File: src/design/fpacc_defines.vh
`ifndef FPACC_DEFINES_VH
`define FPACC_DEFINES_VH

// register byte offsets within the 4 KB window
`define FPACC_ADDR_W        12
`define FPACC_OFS_PERM      12'hd88
`define FPACC_OFS_CTX       12'hf34
`define FPACC_OFS_ISTAT     12'hf40
`define FPACC_OFS_IMASK     12'hf44

// reset values
`define FPACC_PERM_RST      32'h00000000
`define FPACC_CTX_RST       32'hc0000000
`define FPACC_IMASK_RST     3'h0

// coprocessor_permission field positions
`define FPACC_SINGLE_LO     20
`define FPACC_DOUBLE_LO     22

// fp_context_control bit positions
`define FPACC_AUTO_BIT      31
`define FPACC_LAZY_EN_BIT   30
`define FPACC_MON_BIT       8
`define FPACC_BUS_BIT       6
`define FPACC_MEM_BIT       5
`define FPACC_ESC_BIT       4
`define FPACC_THREAD_BIT    3
`define FPACC_USER_BIT      1
`define FPACC_LAZY_ACT_BIT  0

// permission field encodings
`define FPACC_PERM_DENY     2'b00
`define FPACC_PERM_PRIV     2'b01
`define FPACC_PERM_RSVD     2'b10
`define FPACC_PERM_FULL     2'b11

// floating-point coprocessor numbers
`define FPACC_CP_SINGLE     4'ha
`define FPACC_CP_DOUBLE     4'hb

// interrupt status and mask layout
`define FPACC_IRQ_W         3
`define FPACC_IRQ_FAULT     0
`define FPACC_IRQ_ALLOC     1
`define FPACC_IRQ_SAVE      2

// AXI responses
`define FPACC_RESP_OKAY     2'b00
`define FPACC_RESP_SLVERR   2'b10

`endif

File: src/design/fpacc_perm_check.v
`timescale 1ns/100ps
`include "fpacc_defines.vh"

module fpacc_perm_check (
	input  wire [1:0] perm,
	input  wire       req,
	input  wire       priv,
	output reg        grant,
	output reg        fault
);

	always @* begin
		grant = 1'b0;
		fault = 1'b0;
		if (req) begin
			case (perm)
				`FPACC_PERM_DENY: fault = 1'b1;
				`FPACC_PERM_PRIV: begin
					grant = priv;
					fault = ~priv;
				end
				`FPACC_PERM_FULL: grant = 1'b1;
				// reserved code: deny, the safest of the unpredictable outcomes
				default: fault = 1'b1;
			endcase
		end
	end

endmodule // fpacc_perm_check

File: src/design/fpacc_top.v
// Operation
// - access-control bits 31:24 and 19:0 read as zero and ignore writes.
// - coprocessor n has a two-bit permission field at bits 2n+1:2n, for n of 10 (21:20) and 11 (23:22).
// - permission 0b00 denies every access and raises a no-coprocessor usage fault.
// - permission 0b01 allows privileged access and faults any unprivileged one.
// - permission 0b11 gives full access; 0b10 is reserved and software must not program it.
// - with context bit 31 set a floating-point instruction sets the context-active flag; with it clear it does not.
// - context bit 30 enables lazy preservation when set and disables it when clear.
// - at frame allocation bit 8 captures whether the debug monitor was enabled and could be pended.
// - at frame allocation bit 6 captures whether the bus error exception could be pended.
// - at frame allocation bit 5 captures whether the memory protection exception could be pended.
// - at frame allocation bit 4 captures whether the escalated fault handler could be pended.
// - at frame allocation bit 3 records whether the processor was in thread mode.
// - at frame allocation bit 1 records whether execution was unprivileged.
// - bit 0 is set while a frame is allocated with its save deferred and clear when lazy saving is idle.
// - the context register resets to 0xc0000000, both preservation enables on and status clear.
`timescale 1ns/100ps
`include "fpacc_defines.vh"

module fpacc_top (
	input  wire                      aclk,
	input  wire                      aresetn,
	// AXI4-Lite slave
	input  wire                      s_axi_awvalid,
	output wire                      s_axi_awready,
	input  wire [`FPACC_ADDR_W-1:0]  s_axi_awaddr,
	input  wire [2:0]                s_axi_awprot,
	input  wire                      s_axi_wvalid,
	output wire                      s_axi_wready,
	input  wire [31:0]               s_axi_wdata,
	input  wire [3:0]                s_axi_wstrb,
	output wire                      s_axi_bvalid,
	input  wire                      s_axi_bready,
	output wire [1:0]                s_axi_bresp,
	input  wire                      s_axi_arvalid,
	output wire                      s_axi_arready,
	input  wire [`FPACC_ADDR_W-1:0]  s_axi_araddr,
	input  wire [2:0]                s_axi_arprot,
	output wire                      s_axi_rvalid,
	input  wire                      s_axi_rready,
	output wire [31:0]               s_axi_rdata,
	output wire [1:0]                s_axi_rresp,
	// core side
	input  wire                      cp_req_valid,
	input  wire [3:0]                cp_req_num,
	input  wire                      cp_req_priv,
	output wire                      cp_grant,
	output wire                      no_coprocessor_fault,
	input  wire                      fp_instr_exec,
	input  wire                      fp_context_clear,
	output wire                      fp_context_active_flag,
	input  wire                      frame_alloc,
	input  wire                      debug_monitor_ready,
	input  wire                      bus_error_ready,
	input  wire                      mem_protect_ready,
	input  wire                      escalated_fault_ready,
	input  wire                      thread_mode,
	input  wire                      user_level,
	output wire                      lazy_preserve_active,
	output wire                      auto_preserve_enable,
	output wire                      lazy_preserve_enable,
	output wire                      lazy_save_start,
	output wire                      irq
);

	localparam [31:0] PERM_RST = `FPACC_PERM_RST;
	localparam [31:0] CTX_RST  = `FPACC_CTX_RST;

	function [31:0] merge_strb;
		input [31:0] old_val;
		input [31:0] new_val;
		input [3:0]  strb;
		integer      i;
		begin
			merge_strb = old_val;
			for (i = 0; i < 4; i = i + 1) begin
				if (strb[i])
					merge_strb[i*8 +: 8] = new_val[i*8 +: 8];
			end
		end
	endfunction

	function mapped;
		input [`FPACC_ADDR_W-1:0] a;
		begin
			mapped = (a == `FPACC_OFS_PERM) || (a == `FPACC_OFS_CTX) ||
				(a == `FPACC_OFS_ISTAT) || (a == `FPACC_OFS_IMASK);
		end
	endfunction

	////////////////////////////////////////////////////////////////////////////
	// state

	reg  [1:0]               fp_single_permission_r;
	reg  [1:0]               fp_double_permission_r;
	reg                      auto_preserve_enable_r;
	reg                      lazy_preserve_enable_r;
	reg                      debug_monitor_ready_r;
	reg                      bus_error_ready_r;
	reg                      mem_protect_ready_r;
	reg                      escalated_fault_ready_r;
	reg                      thread_r;
	reg                      user_r;
	reg                      lazy_preserve_active_r;
	reg                      fp_context_active_flag_r;
	reg                      cp_grant_r;
	reg                      no_coprocessor_fault_r;
	reg                      lazy_save_start_r;
	reg  [`FPACC_IRQ_W-1:0]  irq_status_r;
	reg  [`FPACC_IRQ_W-1:0]  irq_mask_r;
	reg                      irq_r;

	reg                      aw_held_r;
	reg  [`FPACC_ADDR_W-1:0] aw_addr_r;
	reg                      aw_priv_r;
	reg                      w_held_r;
	reg  [31:0]              w_data_r;
	reg  [3:0]               w_strb_r;
	reg                      bvalid_r;
	reg  [1:0]               bresp_r;
	reg                      rvalid_r;
	reg  [31:0]              rdata_r;
	reg  [1:0]               rresp_r;

	wire [31:0]              perm_word;
	wire [31:0]              ctx_word;
	wire                     wr_fire;
	wire                     wr_ok;
	wire                     rd_fire;
	wire                     rd_ok;
	wire [31:0]              perm_merged;
	wire [31:0]              ctx_merged;
	wire [31:0]              mask_merged;
	wire [1:0]               sel_perm;
	wire                     is_fp_cp;
	wire                     chk_grant;
	wire                     chk_fault;
	wire                     cp_fault_event;
	wire                     save_event;
	reg  [`FPACC_IRQ_W-1:0]  irq_status_nxt;
	reg  [31:0]              rd_word;

	////////////////////////////////////////////////////////////////////////////
	// register images

	// only the two permission fields exist; everything else is constant zero
	assign perm_word = {8'h00, fp_double_permission_r, fp_single_permission_r, 20'h00000};

	assign ctx_word = {auto_preserve_enable_r, lazy_preserve_enable_r, 21'h0,
		debug_monitor_ready_r, 1'b0, bus_error_ready_r, mem_protect_ready_r,
		escalated_fault_ready_r, thread_r, 1'b0, user_r, lazy_preserve_active_r};

	////////////////////////////////////////////////////////////////////////////
	// AXI4-Lite write path: address and data accepted in either order

	assign wr_fire     = aw_held_r && w_held_r && !bvalid_r;
	// unprivileged bus accesses are refused with an error and change nothing
	assign wr_ok       = mapped(aw_addr_r) && aw_priv_r;
	assign perm_merged = merge_strb(perm_word, w_data_r, w_strb_r);
	assign ctx_merged  = merge_strb(ctx_word, w_data_r, w_strb_r);
	assign mask_merged = merge_strb({{(32-`FPACC_IRQ_W){1'b0}}, irq_mask_r}, w_data_r, w_strb_r);

	always @(posedge aclk) begin
		if (!aresetn) begin
			aw_held_r <= 1'b0;
			aw_addr_r <= {`FPACC_ADDR_W{1'b0}};
			aw_priv_r <= 1'b0;
			w_held_r  <= 1'b0;
			w_data_r  <= 32'h00000000;
			w_strb_r  <= 4'h0;
			bvalid_r  <= 1'b0;
			bresp_r   <= `FPACC_RESP_OKAY;
		end else begin
			if (s_axi_awvalid && !aw_held_r) begin
				aw_held_r <= 1'b1;
				aw_addr_r <= s_axi_awaddr;
				aw_priv_r <= s_axi_awprot[0];
			end
			if (s_axi_wvalid && !w_held_r) begin
				w_held_r <= 1'b1;
				w_data_r <= s_axi_wdata;
				w_strb_r <= s_axi_wstrb;
			end
			if (wr_fire) begin
				aw_held_r <= 1'b0;
				w_held_r  <= 1'b0;
				bvalid_r  <= 1'b1;
				bresp_r   <= wr_ok ? `FPACC_RESP_OKAY : `FPACC_RESP_SLVERR;
			end else if (bvalid_r && s_axi_bready) begin
				bvalid_r <= 1'b0;
			end
		end
	end

	assign s_axi_awready = !aw_held_r;
	assign s_axi_wready  = !w_held_r;
	assign s_axi_bvalid  = bvalid_r;
	assign s_axi_bresp   = bresp_r;

	////////////////////////////////////////////////////////////////////////////
	// AXI4-Lite read path

	assign rd_fire = s_axi_arvalid && !rvalid_r;
	assign rd_ok   = mapped(s_axi_araddr) && s_axi_arprot[0];

	always @* begin
		rd_word = 32'h00000000;
		case (s_axi_araddr)
			`FPACC_OFS_PERM:  rd_word = perm_word;
			`FPACC_OFS_CTX:   rd_word = ctx_word;
			`FPACC_OFS_ISTAT: rd_word = {{(32-`FPACC_IRQ_W){1'b0}}, irq_status_r};
			`FPACC_OFS_IMASK: rd_word = {{(32-`FPACC_IRQ_W){1'b0}}, irq_mask_r};
			default:          rd_word = 32'h00000000;
		endcase
	end

	always @(posedge aclk) begin
		if (!aresetn) begin
			rvalid_r <= 1'b0;
			rdata_r  <= 32'h00000000;
			rresp_r  <= `FPACC_RESP_OKAY;
		end else if (rd_fire) begin
			rvalid_r <= 1'b1;
			rdata_r  <= rd_ok ? rd_word : 32'h00000000;
			rresp_r  <= rd_ok ? `FPACC_RESP_OKAY : `FPACC_RESP_SLVERR;
		end else if (rvalid_r && s_axi_rready) begin
			rvalid_r <= 1'b0;
		end
	end

	assign s_axi_arready = !rvalid_r;
	assign s_axi_rvalid  = rvalid_r;
	assign s_axi_rdata   = rdata_r;
	assign s_axi_rresp   = rresp_r;

	////////////////////////////////////////////////////////////////////////////
	// coprocessor access check

	assign is_fp_cp = (cp_req_num == `FPACC_CP_SINGLE) || (cp_req_num == `FPACC_CP_DOUBLE);
	assign sel_perm = (cp_req_num == `FPACC_CP_DOUBLE) ? fp_double_permission_r : fp_single_permission_r;

	fpacc_perm_check i_fpacc_perm_check (
		.perm  (sel_perm),
		.req   (cp_req_valid && is_fp_cp),
		.priv  (cp_req_priv),
		.grant (chk_grant),
		.fault (chk_fault)
	);

	// any other coprocessor number does not exist here and always faults
	assign cp_fault_event = chk_fault || (cp_req_valid && !is_fp_cp);

	always @(posedge aclk) begin
		if (!aresetn) begin
			cp_grant_r             <= 1'b0;
			no_coprocessor_fault_r <= 1'b0;
		end else begin
			cp_grant_r             <= chk_grant;
			no_coprocessor_fault_r <= cp_fault_event;
		end
	end

	////////////////////////////////////////////////////////////////////////////
	// configuration and context capture

	assign save_event = fp_instr_exec && lazy_preserve_active_r && !frame_alloc;

	always @(posedge aclk) begin
		if (!aresetn) begin
			fp_single_permission_r <= PERM_RST[`FPACC_SINGLE_LO +: 2];
			fp_double_permission_r <= PERM_RST[`FPACC_DOUBLE_LO +: 2];
			auto_preserve_enable_r <= CTX_RST[`FPACC_AUTO_BIT];
			lazy_preserve_enable_r <= CTX_RST[`FPACC_LAZY_EN_BIT];
			irq_mask_r             <= `FPACC_IMASK_RST;
		end else if (wr_fire && wr_ok) begin
			case (aw_addr_r)
				`FPACC_OFS_PERM: begin
					fp_single_permission_r <= perm_merged[`FPACC_SINGLE_LO +: 2];
					fp_double_permission_r <= perm_merged[`FPACC_DOUBLE_LO +: 2];
				end
				`FPACC_OFS_CTX: begin
					auto_preserve_enable_r <= ctx_merged[`FPACC_AUTO_BIT];
					lazy_preserve_enable_r <= ctx_merged[`FPACC_LAZY_EN_BIT];
				end
				`FPACC_OFS_IMASK: irq_mask_r <= mask_merged[`FPACC_IRQ_W-1:0];
				default: ;
			endcase
		end
	end

	// status fields are owned by the capture logic; software writes do not reach them
	always @(posedge aclk) begin
		if (!aresetn) begin
			debug_monitor_ready_r   <= 1'b0;
			bus_error_ready_r       <= 1'b0;
			mem_protect_ready_r     <= 1'b0;
			escalated_fault_ready_r <= 1'b0;
			thread_r                <= 1'b0;
			user_r                  <= 1'b0;
			lazy_preserve_active_r  <= 1'b0;
			lazy_save_start_r       <= 1'b0;
		end else begin
			lazy_save_start_r <= save_event;
			if (frame_alloc) begin
				debug_monitor_ready_r   <= debug_monitor_ready;
				bus_error_ready_r       <= bus_error_ready;
				mem_protect_ready_r     <= mem_protect_ready;
				escalated_fault_ready_r <= escalated_fault_ready;
				thread_r                <= thread_mode;
				user_r                  <= user_level;
				// without lazy mode the core saves at once, so nothing stays deferred
				lazy_preserve_active_r  <= lazy_preserve_enable_r;
			end else if (save_event) begin
				lazy_preserve_active_r  <= 1'b0;
			end
		end
	end

	// set wins over the core's clear so an fp instruction in that cycle is kept
	always @(posedge aclk) begin
		if (!aresetn)
			fp_context_active_flag_r <= 1'b0;
		else if (fp_instr_exec && auto_preserve_enable_r)
			fp_context_active_flag_r <= 1'b1;
		else if (fp_context_clear)
			fp_context_active_flag_r <= 1'b0;
	end

	////////////////////////////////////////////////////////////////////////////
	// interrupt status: sticky, cleared by reading, events win over the clear

	always @* begin
		irq_status_nxt = irq_status_r;
		if (rd_fire && rd_ok && (s_axi_araddr == `FPACC_OFS_ISTAT))
			irq_status_nxt = {`FPACC_IRQ_W{1'b0}};
		irq_status_nxt[`FPACC_IRQ_FAULT] = irq_status_nxt[`FPACC_IRQ_FAULT] | cp_fault_event;
		irq_status_nxt[`FPACC_IRQ_ALLOC] = irq_status_nxt[`FPACC_IRQ_ALLOC] | frame_alloc;
		irq_status_nxt[`FPACC_IRQ_SAVE]  = irq_status_nxt[`FPACC_IRQ_SAVE] | save_event;
	end

	always @(posedge aclk) begin
		if (!aresetn) begin
			irq_status_r <= {`FPACC_IRQ_W{1'b0}};
			irq_r        <= 1'b0;
		end else begin
			irq_status_r <= irq_status_nxt;
			// registered from the next values so irq tracks status without lag
			irq_r        <= |(irq_status_nxt & irq_mask_r);
		end
	end

	////////////////////////////////////////////////////////////////////////////
	// outputs

	assign cp_grant               = cp_grant_r;
	assign no_coprocessor_fault   = no_coprocessor_fault_r;
	assign fp_context_active_flag = fp_context_active_flag_r;
	assign lazy_preserve_active   = lazy_preserve_active_r;
	assign auto_preserve_enable   = auto_preserve_enable_r;
	assign lazy_preserve_enable   = lazy_preserve_enable_r;
	assign lazy_save_start        = lazy_save_start_r;
	assign irq                    = irq_r;

endmodule // fpacc_top

File: config.mk
export PLATFORM = sky130hd
export DESIGN_NAME = fpacc_top
export DESIGN_NICKNAME = d
export VERILOG_FILES = /design/src/design/fpacc_perm_check.v /design/src/design/fpacc_top.v
export VERILOG_INCLUDE_DIRS = /design/src /design/src/design
export SDC_FILE = /design/constraint.sdc
export NUM_CORES = 1
export LEC_CHECK = 0
export BUFFER_PORTS_ARGS = -buffer_cell sky130_fd_sc_hd__buf_2
export CORE_MARGIN = 4
export CORE_UTILIZATION = 40
export DETAILED_ROUTE_END_ITERATION = 8
export GPL_TIMING_DRIVEN = 0
export PLACE_DENSITY_LB_ADDON = 0.2
export SLEW_MARGIN = 20
export SYNTH_ARGS = -nofsm -noshare
export SYNTH_HDL_FRONTEND = slang
export SYNTH_SLANG_ARGS = --single-unit
File: constraint.sdc
create_clock -name aclk -period 1.7 [get_ports aclk]
set_input_delay 0 -clock aclk [delete_from_list [all_inputs] [get_ports aclk]]
set_output_delay 0 -clock aclk [all_outputs]
set_load 0.03 [all_outputs]
==> metrics.json, run 1 <==
{
  "placedInstanceArea": {"value": 3590, "unit": "sq um"},
  "grt_pass1_wl": {"value": 12.4, "unit": "mm"},
  "synth_simple_gate_area_share": {"value": 24.6, "unit": "%"},
  "clock_latency": {"value": 0.35, "unit": "ns"},
  "std_cell_rows": {"value": 31},
  "layout.cell_area.non_filler": {"value": 4220, "unit": "sq um"},
  "die_width": {"value": 94.0, "unit": "um"},
  "clock-skew-final": {"value": 0.00839, "unit": "ns"},
  "synth_adder_area_share": {"value": 0, "unit": "%"},
  "vias_in_the_first_global_route": {"value": 2696},
  "via_per_inst": {"value": 4.62},
  "area_growth_syn_to_layout": {"value": 42.3, "unit": "%"},
  "cts_htree_levels": {"value": 3},
  "synth_sequential_area_ratio": {"value": 46.6, "unit": "%"},
  "synth_top_family_by_area": {"value": "simple AND/OR/NAND/NOR gates"},
  "cp.depth": {"value": 5},
  "power_density": {"value": 838, "unit": "nW/um^2"},
  "grt_start_max_net_pins": {"value": 13},
  "critPathSlowestCell": {"value": "sky130_fd_sc_hd__or3b_1"},
  "vias_after_detailed_routing": {"value": 2738},
  "synth_enable_flop_cells": {"value": 0},
  "maxClockFrequency": {"value": 0.623, "unit": "GHz"},
  "synth_top_cell_by_area": {"value": "sky130_fd_sc_hd__dfxtp_1"},
  "core_area": {"value": 7210, "unit": "sq um"},
  "yosys.cell_count.top_type": {"value": "sky130_fd_sc_hd__nand2_1"},
  "rrSetupSlack": {"value": 0.1, "unit": "ns"},
  "routed_wire_length_per_instance": {"value": 13.1, "unit": "um"},
  "post_synth_num_cell_types": {"value": 47},
  "floorplan.initialDensity": {"value": 41.1, "unit": "%"},
  "timing.setup.critical_path_class": {"value": "register to register"},
  "cap_violations": {"value": 0},
  "timing.critical_path.arrival": {"value": 1.82, "unit": "ns"},
  "cts_tree": {"value": "yes"},
  "overflow": {"value": 0},
  "setup.worst_path.start": {"value": "aw_addr_r[3]$_SDFFE_PN0P_"},
  "antenna_found_initial": {"value": 0},
  "worst_slew_margin_rel": {"value": 52.4, "unit": "%"},
  "avgSynthCellArea": {"value": 8.97, "unit": "sq um"},
  "clock_buffer_count_from_cts": {"value": 9},
  "synth_register_bits": {"value": 69},
  "layout-drive-gt1-share": {"value": 27.7, "unit": "%"},
  "cp_slowest_stage_delay": {"value": 0.43, "unit": "ns"},
  "post_synth_most_frequent_cells": {"value": "sky130_fd_sc_hd__nand2_1, sky130_fd_sc_hd__dfxtp_1, sky130_fd_sc_hd__a21boi_0"},
  "postSynthCellCount": {"value": 330},
  "worst_slew_pin_slew": {"value": 0.714, "unit": "ns"},
  "placement.io_buffers": {"value": 86},
  "post_cts_buffers": {"value": 0},
  "yosys_warnings": {"value": 0},
  "outcome": {"value": "complete, no violations"},
  "critPathTopFamily": {"value": "simple AND/OR/NAND/NOR gates"},
  "diodes": {"value": 0},
  "worst-r2r-cell-count": {"value": 5},
  "power.ir.vdd_worst": {"value": 0.000446, "unit": "V"},
  "detailroute.wirelength.met2": {"value": 3.73, "unit": "mm"},
  "hold_violations": {"value": 0},
  "last_weighted_congestion_value_of_the_routability_driven_placer": {"value": 0.874},
  "highest-signal-layer": {"value": "met4"},
  "synth.area.top_cells": {"value": "sky130_fd_sc_hd__dfxtp_1, sky130_fd_sc_hd__nand2_1, sky130_fd_sc_hd__a21boi_0"},
  "placement.setup.worst_slack": {"value": 0.0271, "unit": "ns"},
  "synth.cell_area": {"value": 2960, "unit": "sq um"},
  "met1_length": {"value": 3.37, "unit": "mm"},
  "postRouteWirelength": {"value": 7.76, "unit": "mm"},
  "synthXorXnorAreaFrac": {"value": 0, "unit": "%"},
  "worst_r2r_endpoint": {"value": "auto_preserve_enable$_SDFFE_PN1P_"},
  "synth-compound-area-share": {"value": 16.4, "unit": "%"},
  "die_height": {"value": 94.0, "unit": "um"},
  "antenna_left": {"value": 0},
  "p_leak": {"value": 1.87, "unit": "nW"},
  "grt_setup_unrepaired": {"value": "false"},
  "num_io_pins": {"value": 137},
  "dr.first_iter.drc_count": {"value": 74},
  "path_clk_slew": {"value": 0.08, "unit": "ns"},
  "cp_cell_sequence": {"value": "or3b_1, nor4_2, and3_4, mux2i_1, nand2_1"},
  "fin_crit": {"value": 1.60, "unit": "ns"},
  "floorplan.die_area": {"value": 8840, "unit": "sq um"},
  "clkSinkCount": {"value": 69},
  "firstDrtPassIters": {"value": 4},
  "critical_path.startpoint_type": {"value": "register"},
  "synth_flop_cell": {"value": "sky130_fd_sc_hd__dfxtp_1"},
  "critPathCaptureType": {"value": "register"},
  "post-route-worst-setup-slack": {"value": 0.0952, "unit": "ns"},
  "slew_violations": {"value": 0},
  "utilization_of_the_core_after_routing": {"value": 58.4, "unit": "%"},
  "class_of_the_tightest_hold_or_removal_check": {"value": "input port to register"},
  "worst-endpoint-required": {"value": 1.92, "unit": "ns"},
  "synth-async-reset-ratio": {"value": 0, "unit": "%"},
  "synth.mux.area_fraction": {"value": 4.44, "unit": "%"},
  "setup.worst_path.end": {"value": "auto_preserve_enable$_SDFFE_PN1P_"},
  "route.detailed.drc": {"value": 0},
  "detailed_route_wirelength_on_metal3": {"value": 444, "unit": "um"},
  "fin_total_pwr": {"value": 3.53, "unit": "mW"},
  "timing.rr.start": {"value": "aw_addr_r[3]$_SDFFE_PN0P_"},
  "place_hpwl": {"value": 5.48, "unit": "mm"},
  "root_buffer": {"value": "sky130_fd_sc_hd__clkbuf_8"},
  "net_count_of_the_finished_layout": {"value": 577},
  "grt.total_usage": {"value": 17.9, "unit": "%"},
  "report.final.setup_viol": {"value": 0},
  "tns": {"value": 0, "unit": "ns"},
  "cts_buffer_depth": {"value": 2},
  "final.period_utilization": {"value": 94.4, "unit": "%"},
  "netlist.area_leader.share": {"value": 46.6, "unit": "%"},
  "buf_inv_stages_crit_path": {"value": 0},
  "worstPathMaxFanout": {"value": 3}
}
[placed cells by master, fill, tap and decap left out, types with 3 or more instances in the layout]
master                          count
sky130_fd_sc_hd__nand3_1            5
sky130_fd_sc_hd__a21oi_1            8
sky130_fd_sc_hd__a22o_1             9
sky130_fd_sc_hd__clkbuf_1          13
sky130_fd_sc_hd__mux2i_1           12
sky130_fd_sc_hd__clkbuf_8           9
sky130_fd_sc_hd__a22oi_1            5
sky130_fd_sc_hd__nand4_1            4
sky130_fd_sc_hd__conb_1            20
sky130_fd_sc_hd__buf_4             21
sky130_fd_sc_hd__a21boi_0          27
sky130_fd_sc_hd__nand2_1           70
sky130_fd_sc_hd__dfxtp_1           69
sky130_fd_sc_hd__nor2b_1           19
sky130_fd_sc_hd__buf_2             87
sky130_fd_sc_hd__dlygate4sd3_1     43
sky130_fd_sc_hd__nor2_1            13
sky130_fd_sc_hd__inv_1              6
sky130_fd_sc_hd__nand2b_1           3
sky130_fd_sc_hd__o21ai_0           10
[per-layer routing]
layer,global-route usage (%),up-vias
met2,30.7,83
met1,20.7,1228
met5,0,-
li1,-,1406
met4,9.75,0
met3,3.77,21
[cells by family (layout without fill, tap and decap cells)]
family,after synthesis,in the layout
multiplexers,13,13
other,1,20
AO/OA/AOI/OAI,68,68
flip-flops,69,69
AND/OR/NAND/NOR,139,139
buffers and inverters,40,185
[state kept, by name (all words and copies together), names as in the netlist, 2 cells and up]
| register | count |
|---|---|
| w_strb_r | 3 |
| fp_double_permission_r | 2 |
| irq_mask_r | 3 |
| s_axi_rdata | 14 |
| aw_addr_r | 12 |
| w_data_r | 9 |
| irq_status_r | 3 |
| fp_single_permission_r | 2 |
[worst min path at each step]
stage                                             to          start  cells after the start  slack [ns]
after floorplan               aw_held_r$_SDFFE_PP0P_  s_axi_awvalid                      2        0.12
after global placement        aw_held_r$_SDFFE_PP0P_  s_axi_awvalid                      3        0.23
after detailed placement       w_held_r$_SDFFE_PP0P_   s_axi_wvalid                      3        0.24
after CTS                        cp_grant$_SDFF_PN0_        aresetn                      3       0.002
after global routing      lazy_save_start$_SDFF_PN0_    frame_alloc                      2        0.02
final                            cp_grant$_SDFF_PN0_        aresetn                      3        0.02
[worst register-to-register path: cells and delay by family (launching register included)]
family	cells	cell delay, ns
flops	1	0.33
mux	1	0.18
simple gates	4	0.96
[report_power, final]
part	leakage [nW]	switching (mW)	total, mW	internal, mW
clock network	0.0923	0.626	1.30	0.675
logic	1.21	0.274	0.512	0.238
registers	0.564	0.0405	1.72	1.68
total	1.87	0.940	3.53	2.59
[area by class of cell]
| type | instances | area [sq um] |
|---|---|---|
| Clock buffer | 10 | 128 |
| Buffer | 34 | 208 |
| Sequential cell | 69 | 1380 |
| Multi-Input combinational cell | 240 | 1430 |
| Timing Repair Buffer | 129 | 861 |
| Clock inverter | 6 | 63.8 |
| Fill cell | 670 | 3000 |
| Inverter | 6 | 22.5 |
| Tap cell | 99 | 124 |
[stage by stage]
stage	cells	hold WS, ns
2_1_floorplan	349	0.116
3_3_place_gp	534	0.231
3_5_place_dp	534	0.243
4_1_cts	593	0.00206
5_1_grt	593	0.0206
6_report	593	0.0172
[repair_timing]
item	CTS	global route
pin swaps	1	2
resized for setup	1	2
endpoints found under the hold margin	39	0
endpoints found under the setup margin	2	14
hold buffers	43	0
No activity file was read; power rests on OpenSTA's default activity.
==> run 2: changes to the inputs <==
CTS_CLUSTER_DIAMETER = 50   (was default)
clock period = 1.96 ns   (was 1.7 ns; I/O delays follow)
==> metrics.json, run 2 (synthesis results as in run 1) <==
{
  "outcome": {"value": "complete, no violations", "change": "unchanged"},
  "num_io_pins": {"value": 137, "change": "unchanged"},
  "last_weighted_congestion_value_of_the_routability_driven_placer": {"value": 0.874, "change": "unchanged"},
  "std_cell_rows": {"value": 31, "change": "unchanged"},
  "floorplan.initialDensity": {"value": 41.1, "unit": "%", "change": "unchanged"},
  "grtUsageMet2": {"value": 30.7, "unit": "%", "change": "unchanged"},
  "grt_setup_unrepaired": {"value": "false", "change": "unchanged"},
  "fin_crit": {"value": 1.71, "unit": "ns", "change": "was 1.60 ns"},
  "p_sw_share": {"value": 26.5, "unit": "%", "change": "was 26.6%"},
  "antenna_left": {"value": 0, "change": "unchanged"},
  "die_height": {"value": 94.0, "unit": "um", "change": "unchanged"},
  "slew_violations": {"value": 0, "change": "unchanged"},
  "cts_buffer_depth": {"value": 2, "change": "unchanged"},
  "mostFrequentLayoutCell": {"value": "sky130_fd_sc_hd__buf_2", "change": "unchanged"},
  "class_of_the_tightest_hold_or_removal_check": {"value": "input port to register", "change": "unchanged"},
  "layout.cell_area.non_filler": {"value": 4210, "unit": "sq um", "change": "was 4220 sq um"},
  "grt_pass1_wl": {"value": 12.4, "unit": "mm", "change": "unchanged"},
  "placement.io_buffers": {"value": 86, "change": "unchanged"},
  "worst_slew_margin_rel": {"value": 52.3, "unit": "%", "change": "was 52.4%"},
  "sequential_power_share": {"value": 48.7, "unit": "%", "change": "about the same"},
  "diodes": {"value": 0, "change": "unchanged"},
  "power_density": {"value": 727, "unit": "nW/um^2", "change": "was 838 nW/um^2"},
  "routed_wire_length_per_instance": {"value": 13.1, "unit": "um", "change": "about the same"},
  "critical_path.startpoint_type": {"value": "register", "change": "unchanged"},
  "critPathCaptureType": {"value": "register", "change": "unchanged"},
  "most-common-layout-cells": {"value": "sky130_fd_sc_hd__buf_2, sky130_fd_sc_hd__nand2_1, sky130_fd_sc_hd__dfxtp_1", "change": "unchanged"},
  "dp_cells": {"value": 534, "change": "unchanged"},
  "cts_htree_levels": {"value": 3, "change": "unchanged"},
  "core_area": {"value": 7210, "unit": "sq um", "change": "unchanged"},
  "antenna_found_initial": {"value": 0, "change": "unchanged"},
  "pwr-share-clk": {"value": 36.8, "unit": "%", "change": "about the same"},
  "buf_inv_stages_crit_path": {"value": 0, "change": "unchanged"},
  "firstDrtPassIters": {"value": 4, "change": "unchanged"},
  "hold_path_depth": {"value": 3, "change": "unchanged"},
  "finalNonFillerCells": {"value": 593, "change": "unchanged"},
  "cp_cell_sequence": {"value": "or3b_1, nor4_2, and3_2, mux2i_1, nand2_1", "change": "was or3b_1, nor4_2, and3_4, mux2i_1, nand2_1"},
  "area_growth_syn_to_layout": {"value": 42.1, "unit": "%", "change": "was 42.3%"},
  "worst-r2r-cell-count": {"value": 5, "change": "unchanged"},
  "placedInstanceArea": {"value": 3590, "unit": "sq um", "change": "unchanged"},
  "critPathTopFamily": {"value": "simple AND/OR/NAND/NOR gates", "change": "unchanged"},
  "power.internal": {"value": 2.25, "unit": "mW", "change": "was 2.59 mW"},
  "p_leak": {"value": 1.87, "unit": "nW", "change": "about the same"},
  "net_count_of_the_finished_layout": {"value": 577, "change": "unchanged"},
  "clock_latency": {"value": 0.34, "unit": "ns", "change": "was 0.35 ns"},
  "fillers": {"value": 667, "change": "was 670"},
  "die_width": {"value": 94.0, "unit": "um", "change": "unchanged"},
  "grt_use_met1": {"value": 20.7, "unit": "%", "change": "unchanged"},
  "grt.total_usage": {"value": 17.9, "unit": "%", "change": "unchanged"},
  "floorplan.die_area": {"value": 8840, "unit": "sq um", "change": "unchanged"},
  "route.detailed.drc": {"value": 0, "change": "unchanged"},
  "gr-max-usage-layer": {"value": "met2", "change": "unchanged"},
  "layout-drive-gt1-share": {"value": 27.5, "unit": "%", "change": "was 27.7%"},
  "clock-skew-final": {"value": 0.00854, "unit": "ns", "change": "was 0.00839 ns"},
  "cts_tree": {"value": "yes", "change": "unchanged"},
  "cp.depth": {"value": 5, "change": "unchanged"},
  "cap_violations": {"value": 0, "change": "unchanged"},
  "tns": {"value": 0, "unit": "ns", "change": "unchanged"},
  "met3_layer_usage_reported_by_global_route": {"value": 3.77, "unit": "%", "change": "unchanged"},
  "final.period_utilization": {"value": 87.4, "unit": "%", "change": "was 94.4%"},
  "vias_in_the_first_global_route": {"value": 2696, "change": "unchanged"},
  "timing.critical_path.arrival": {"value": 1.93, "unit": "ns", "change": "was 1.82 ns"},
  "number_of_flip_flops_in_the_largest_register": {"value": 14, "change": "unchanged"},
  "report.final.setup_viol": {"value": 0, "change": "unchanged"},
  "clock_buffer_count_from_cts": {"value": 9, "change": "unchanged"},
  "postRouteWirelength": {"value": 7.74, "unit": "mm", "change": "was 7.76 mm"},
  "comb_power_share": {"value": 14.5, "unit": "%", "change": "about the same"},
  "overflow": {"value": 0, "change": "unchanged"},
  "worstPathMaxFanout": {"value": 3, "change": "unchanged"},
  "worst_slew_pin_slew": {"value": 0.716, "unit": "ns", "change": "was 0.714 ns"},
  "vias_after_detailed_routing": {"value": 2735, "change": "was 2738"},
  "power.ir.vdd_worst": {"value": 0.000393, "unit": "V", "change": "was 0.000446 V"},
  "maxClockFrequency": {"value": 0.584, "unit": "GHz", "change": "was 0.623 GHz"},
  "timing.setup.critical_path_class": {"value": "register to register", "change": "unchanged"},
  "cp_slowest_stage_delay": {"value": 0.41, "unit": "ns", "change": "was 0.43 ns"},
  "root_buffer": {"value": "sky130_fd_sc_hd__clkbuf_8", "change": "unchanged"},
  "dr.first_iter.drc_count": {"value": 82, "change": "was 74"},
  "path_clk_slew": {"value": 0.07, "unit": "ns", "change": "was 0.08 ns"},
  "place_hpwl": {"value": 5.48, "unit": "mm", "change": "unchanged"},
  "worst-endpoint-required": {"value": 2.17, "unit": "ns", "change": "was 1.92 ns"},
  "critPathSlowestCell": {"value": "sky130_fd_sc_hd__or3b_1", "change": "unchanged"},
  "hold_violations": {"value": 0, "change": "unchanged"},
  "worst_hold_slack": {"value": 0.0167, "unit": "ns", "change": "was 0.0172 ns"},
  "via_per_inst": {"value": 4.61, "change": "was 4.62"},
  "grt_start_max_net_pins": {"value": 13, "change": "unchanged"},
  "clkSinkCount": {"value": 69, "change": "unchanged"},
  "sw_power": {"value": 0.812, "unit": "mW", "change": "was 0.940 mW"},
  "post_cts_buffers": {"value": 0, "change": "unchanged"}
}
-- run 2: cell count changes in the layout (fill, tap and decap cells not counted) --
cell	previous run	this run
sky130_fd_sc_hd__and3_4	1	0
sky130_fd_sc_hd__and3_2	0	1
sky130_fd_sc_hd__nor2_2	1	0
sky130_fd_sc_hd__o21ai_0	10	11
sky130_fd_sc_hd__nor2_1	13	14
sky130_fd_sc_hd__o21ai_1	1	0
-- run 2: path summary, 6_finish.rpt --
check        slack (ns)                   startpoint                                 to
max reg2reg        0.25    aw_addr_r[9]$_SDFFE_PN0P_  auto_preserve_enable$_SDFFE_PN1P_
min reg2reg        0.46  s_axi_rdata[0]$_SDFFE_PN0P_        s_axi_rdata[0]$_SDFFE_PN0P_
min                0.02                      aresetn                cp_grant$_SDFF_PN0_
max                0.25    aw_addr_r[9]$_SDFFE_PN0P_  auto_preserve_enable$_SDFFE_PN1P_
-- run 2: layout make-up --
| class | count | area, sq um | area share, % |
|---|---|---|---|
| buffer | 34 | 208 | 4.93 |
| timing repair buffer | 129 | 861 | 20.5 |
| clock buffer | 10 | 128 | 3.03 |
| clock inverter | 6 | 63.8 | 1.52 |
| multi-input combinational | 240 | 1420 | 33.8 |
| sequential | 69 | 1380 | 32.8 |
| tap | 99 | 124 | 2.94 |
| inverter | 6 | 22.5 | 0.535 |
-- run 2: repair_timing --
| item | in CTS | in global routing |
|---|---|---|
| hold buffers | 43 | 0 |
| resized for setup | 0 | 0 |
| setup endpoints to repair | 0 | 0 |
| hold endpoints to repair | 39 | 0 |
-- run 2: power by group through the flow --
stage                     clock network (mW)  logic, mW  registers [mW]
final                                   1.13      0.443            1.49
after global placement                     0      0.372            1.52
after detailed placement                   0      0.375            1.52
after CTS                               1.15      0.441            1.49
after global routing                    1.21      0.488            1.50
after floorplan                            0      0.238            1.53
-- run 2: tightest hold or removal path, cell delays in order --
cell and delay (ns):
sky130_fd_sc_hd__buf_2 0.17, sky130_fd_sc_hd__nand2_1 0.10, sky130_fd_sc_hd__nor2_1 0.05
-- run 2: routing by layer --
| metal | wire, um | share of wire (%) |
|---|---|---|
| met5 | 0 | 0 |
| met4 | 224 | 2.9 |
| met3 | 426 | 5.5 |
| met2 | 3710 | 48 |
| met1 | 3380 | 44 |
-- run 2: through the flow --
step / utilization, % / setup slack [ns] / total power, mW
2_1_floorplan: - / 0.355 / 1.77
3_3_place_gp: 49.7 / 0.342 / 1.89
3_5_place_dp: 49.7 / 0.287 / 1.90
4_1_cts: 58.3 / 0.237 / 3.08
5_1_grt: 58.3 / 0.162 / 3.20
6_report: 58.3 / 0.247 / 3.06
==> run 3: changes to the inputs <==
BUFFER_PORTS_ARGS = -buffer_cell sky130_fd_sc_hd__clkbuf_2   (was -buffer_cell sky130_fd_sc_hd__buf_2)
==> metrics.json, run 3 (synthesis results as in run 1) <==
{
  "path_clk_slew": {"value": 0.08, "unit": "ns", "change": "was 0.07 ns"},
  "die_height": {"value": 94.0, "unit": "um", "change": "unchanged"},
  "power_density": {"value": 758, "unit": "nW/um^2", "change": "was 727 nW/um^2"},
  "post_cts_resized": {"value": 0, "change": "unchanged"},
  "clock-skew-final": {"value": 0.00677, "unit": "ns", "change": "was 0.00854 ns"},
  "class_of_the_tightest_hold_or_removal_check": {"value": "input port to register", "change": "unchanged"},
  "antenna_found_initial": {"value": 0, "change": "unchanged"},
  "fin_crit": {"value": 1.71, "unit": "ns", "change": "about the same"},
  "dr.first_iter.drc_count": {"value": 98, "change": "was 82"},
  "cts_buffer_depth": {"value": 2, "change": "unchanged"},
  "grt_setup_unrepaired": {"value": "false", "change": "unchanged"},
  "place_hpwl": {"value": 5.46, "unit": "mm", "change": "was 5.48 mm"},
  "worst_slew_pin_slew": {"value": 0.672, "unit": "ns", "change": "was 0.716 ns"},
  "timing.rr.start": {"value": "fp_single_permission_r[0]$_SDFFE_PN0P_", "change": "was aw_addr_r[9]$_SDFFE_PN0P_"},
  "layout.cell_area.non_filler": {"value": 4250, "unit": "sq um", "change": "was 4210 sq um"},
  "placedInstanceArea": {"value": 3590, "unit": "sq um", "change": "unchanged"},
  "floorplan.die_area": {"value": 8840, "unit": "sq um", "change": "unchanged"},
  "outcome": {"value": "complete, no violations", "change": "unchanged"},
  "routed_wire_length_per_instance": {"value": 12.8, "unit": "um", "change": "was 13.1 um"},
  "p_leak": {"value": 1.89, "unit": "nW", "change": "was 1.87 nW"},
  "worst_slew_margin_rel": {"value": 55.2, "unit": "%", "change": "was 52.3%"},
  "root_buffer": {"value": "sky130_fd_sc_hd__clkbuf_8", "change": "unchanged"},
  "last_weighted_congestion_value_of_the_routability_driven_placer": {"value": 0.898, "change": "was 0.874"},
  "via_per_inst": {"value": 4.64, "change": "was 4.61"},
  "slew_violations": {"value": 0, "change": "unchanged"},
  "mostFrequentLayoutCell": {"value": "sky130_fd_sc_hd__clkbuf_2", "change": "was sky130_fd_sc_hd__buf_2"},
  "grt_start_max_net_pins": {"value": 13, "change": "unchanged"},
  "tns": {"value": 0, "unit": "ns", "change": "unchanged"},
  "critical_path.startpoint_type": {"value": "register", "change": "unchanged"},
  "clkSinkCount": {"value": 69, "change": "unchanged"},
  "hold_violations": {"value": 0, "change": "unchanged"},
  "clock_latency": {"value": 0.34, "unit": "ns", "change": "about the same"},
  "vias_after_detailed_routing": {"value": 2755, "change": "was 2735"},
  "critPathCaptureType": {"value": "register", "change": "unchanged"},
  "net_count_of_the_finished_layout": {"value": 578, "change": "was 577"},
  "diodes": {"value": 0, "change": "unchanged"},
  "placement.io_buffers": {"value": 86, "change": "unchanged"},
  "most-common-layout-cells": {"value": "sky130_fd_sc_hd__clkbuf_2, sky130_fd_sc_hd__nand2_1, sky130_fd_sc_hd__dfxtp_1", "change": "was sky130_fd_sc_hd__buf_2, sky130_fd_sc_hd__nand2_1, sky130_fd_sc_hd__dfxtp_1"},
  "cts_tree": {"value": "yes", "change": "unchanged"},
  "worstPathMaxFanout": {"value": 3, "change": "unchanged"},
  "antenna_left": {"value": 0, "change": "unchanged"},
  "grt_use_met1": {"value": 22.0, "unit": "%", "change": "was 20.7%"},
  "timing.setup.critical_path_class": {"value": "register to register", "change": "unchanged"},
  "area_growth_syn_to_layout": {"value": 43.6, "unit": "%", "change": "was 42.1%"},
  "final.period_utilization": {"value": 87.0, "unit": "%", "change": "was 87.4%"},
  "met3_layer_usage_reported_by_global_route": {"value": 3.53, "unit": "%", "change": "was 3.77%"},
  "layout-drive-gt1-share": {"value": 27.7, "unit": "%", "change": "was 27.5%"},
  "clock_buffer_count_from_cts": {"value": 9, "change": "unchanged"},
  "firstDrtPassIters": {"value": 4, "change": "unchanged"},
  "timing.critical_path.arrival": {"value": 1.93, "unit": "ns", "change": "about the same"},
  "total_of_hold_buffers_inserted_after_clock_tree_synthesis": {"value": 44, "change": "was 43"},
  "post_cts_buffers": {"value": 0, "change": "unchanged"},
  "worst-endpoint-required": {"value": 2.18, "unit": "ns", "change": "was 2.17 ns"},
  "holdCritStartpoint": {"value": "aresetn", "change": "unchanged"},
  "setup.worst_path.start": {"value": "fp_single_permission_r[0]$_SDFFE_PN0P_", "change": "was aw_addr_r[9]$_SDFFE_PN0P_"},
  "grt_pass1_wl": {"value": 12.6, "unit": "mm", "change": "was 12.4 mm"},
  "grtUsageMet2": {"value": 31.6, "unit": "%", "change": "was 30.7%"},
  "grt.total_usage": {"value": 18.3, "unit": "%", "change": "was 17.9%"},
  "std_cell_rows": {"value": 31, "change": "unchanged"},
  "postRouteWirelength": {"value": 7.63, "unit": "mm", "change": "was 7.74 mm"},
  "core_area": {"value": 7210, "unit": "sq um", "change": "unchanged"},
  "overflow": {"value": 0, "change": "unchanged"},
  "die_width": {"value": 94.0, "unit": "um", "change": "unchanged"},
  "floorplan.initialDensity": {"value": 41.1, "unit": "%", "change": "unchanged"},
  "gr-max-usage-layer": {"value": "met2", "change": "unchanged"},
  "power.ir.vdd_worst": {"value": 0.000496, "unit": "V", "change": "was 0.000393 V"},
  "num_io_pins": {"value": 137, "change": "unchanged"},
  "cts_htree_levels": {"value": 3, "change": "unchanged"},
  "cap_violations": {"value": 0, "change": "unchanged"},
  "report.final.setup_viol": {"value": 0, "change": "unchanged"},
  "route.detailed.drc": {"value": 0, "change": "unchanged"},
  "fillers": {"value": 649, "change": "was 667"},
  "vias_in_the_first_global_route": {"value": 2724, "change": "was 2696"},
  "maxClockFrequency": {"value": 0.586, "unit": "GHz", "change": "was 0.584 GHz"},
  "number_of_flip_flops_in_the_largest_register": {"value": 14, "change": "unchanged"}
}
[run 3: path summary, 6_finish.rpt]
check                                                  endpoint  slack [ns]  cells after the start
worst max-delay path            no_coprocessor_fault$_SDFF_PN0_        0.25                      4
worst min-delay path                        cp_grant$_SDFF_PN0_        0.03                      3
worst max register to register  no_coprocessor_fault$_SDFF_PN0_        0.25                      4
worst min register to register       irq_mask_r[2]$_SDFFE_PN0P_        0.45                      2
[run 3: worst max-delay path: stages, from the launching register on]
cell and delay, ns:
sky130_fd_sc_hd__dfxtp_1 0.39, sky130_fd_sc_hd__o21ai_0 0.09, sky130_fd_sc_hd__o21ai_0 0.27, sky130_fd_sc_hd__a41oi_1 0.22
sky130_fd_sc_hd__dlygate4sd3_1 0.62
[run 3: cell type report]
type	count	area, sq um	share of cell area (%)
Buffer	34	208	4.89
Clock buffer	10	138	3.24
Clock inverter	6	86.3	2.03
Inverter	6	22.5	0.530
Multi-Input combinational cell	240	1420	33.4
Sequential cell	69	1380	32.5
Tap cell	99	124	2.91
Timing Repair Buffer	130	871	20.5
[run 3: where the power goes]
part	leakage [nW]	internal, mW	switching (mW)
combinational	1.22	0.207	0.239
clock	0.112	0.748	0.535
sequential	0.564	1.46	0.0352
[run 3: routing by layer]
metal  part of all wire, %  vias up
met5                     0        -
met4                   1.9        0
met3                   4.5       13
met2                    49       70
met1                    44     1256
li1                      -     1416
[run 3: metrics by stage]
| stage | util, % | instances | hold WS (ns) | power [mW] | setup WS (ns) |
|---|---|---|---|---|---|
| floorplan | - | 349 | 0.116 | 1.77 | 0.355 |
| finish | 58.9 | 594 | 0.0300 | 3.22 | 0.254 |
| CTS | 58.9 | 594 | 0.00935 | 3.24 | 0.253 |
| global route | 58.9 | 594 | 0.0321 | 3.36 | 0.153 |
| detailed placement | 49.7 | 534 | 0.238 | 1.90 | 0.310 |
| global placement | 49.7 | 534 | 0.234 | 1.89 | 0.341 |
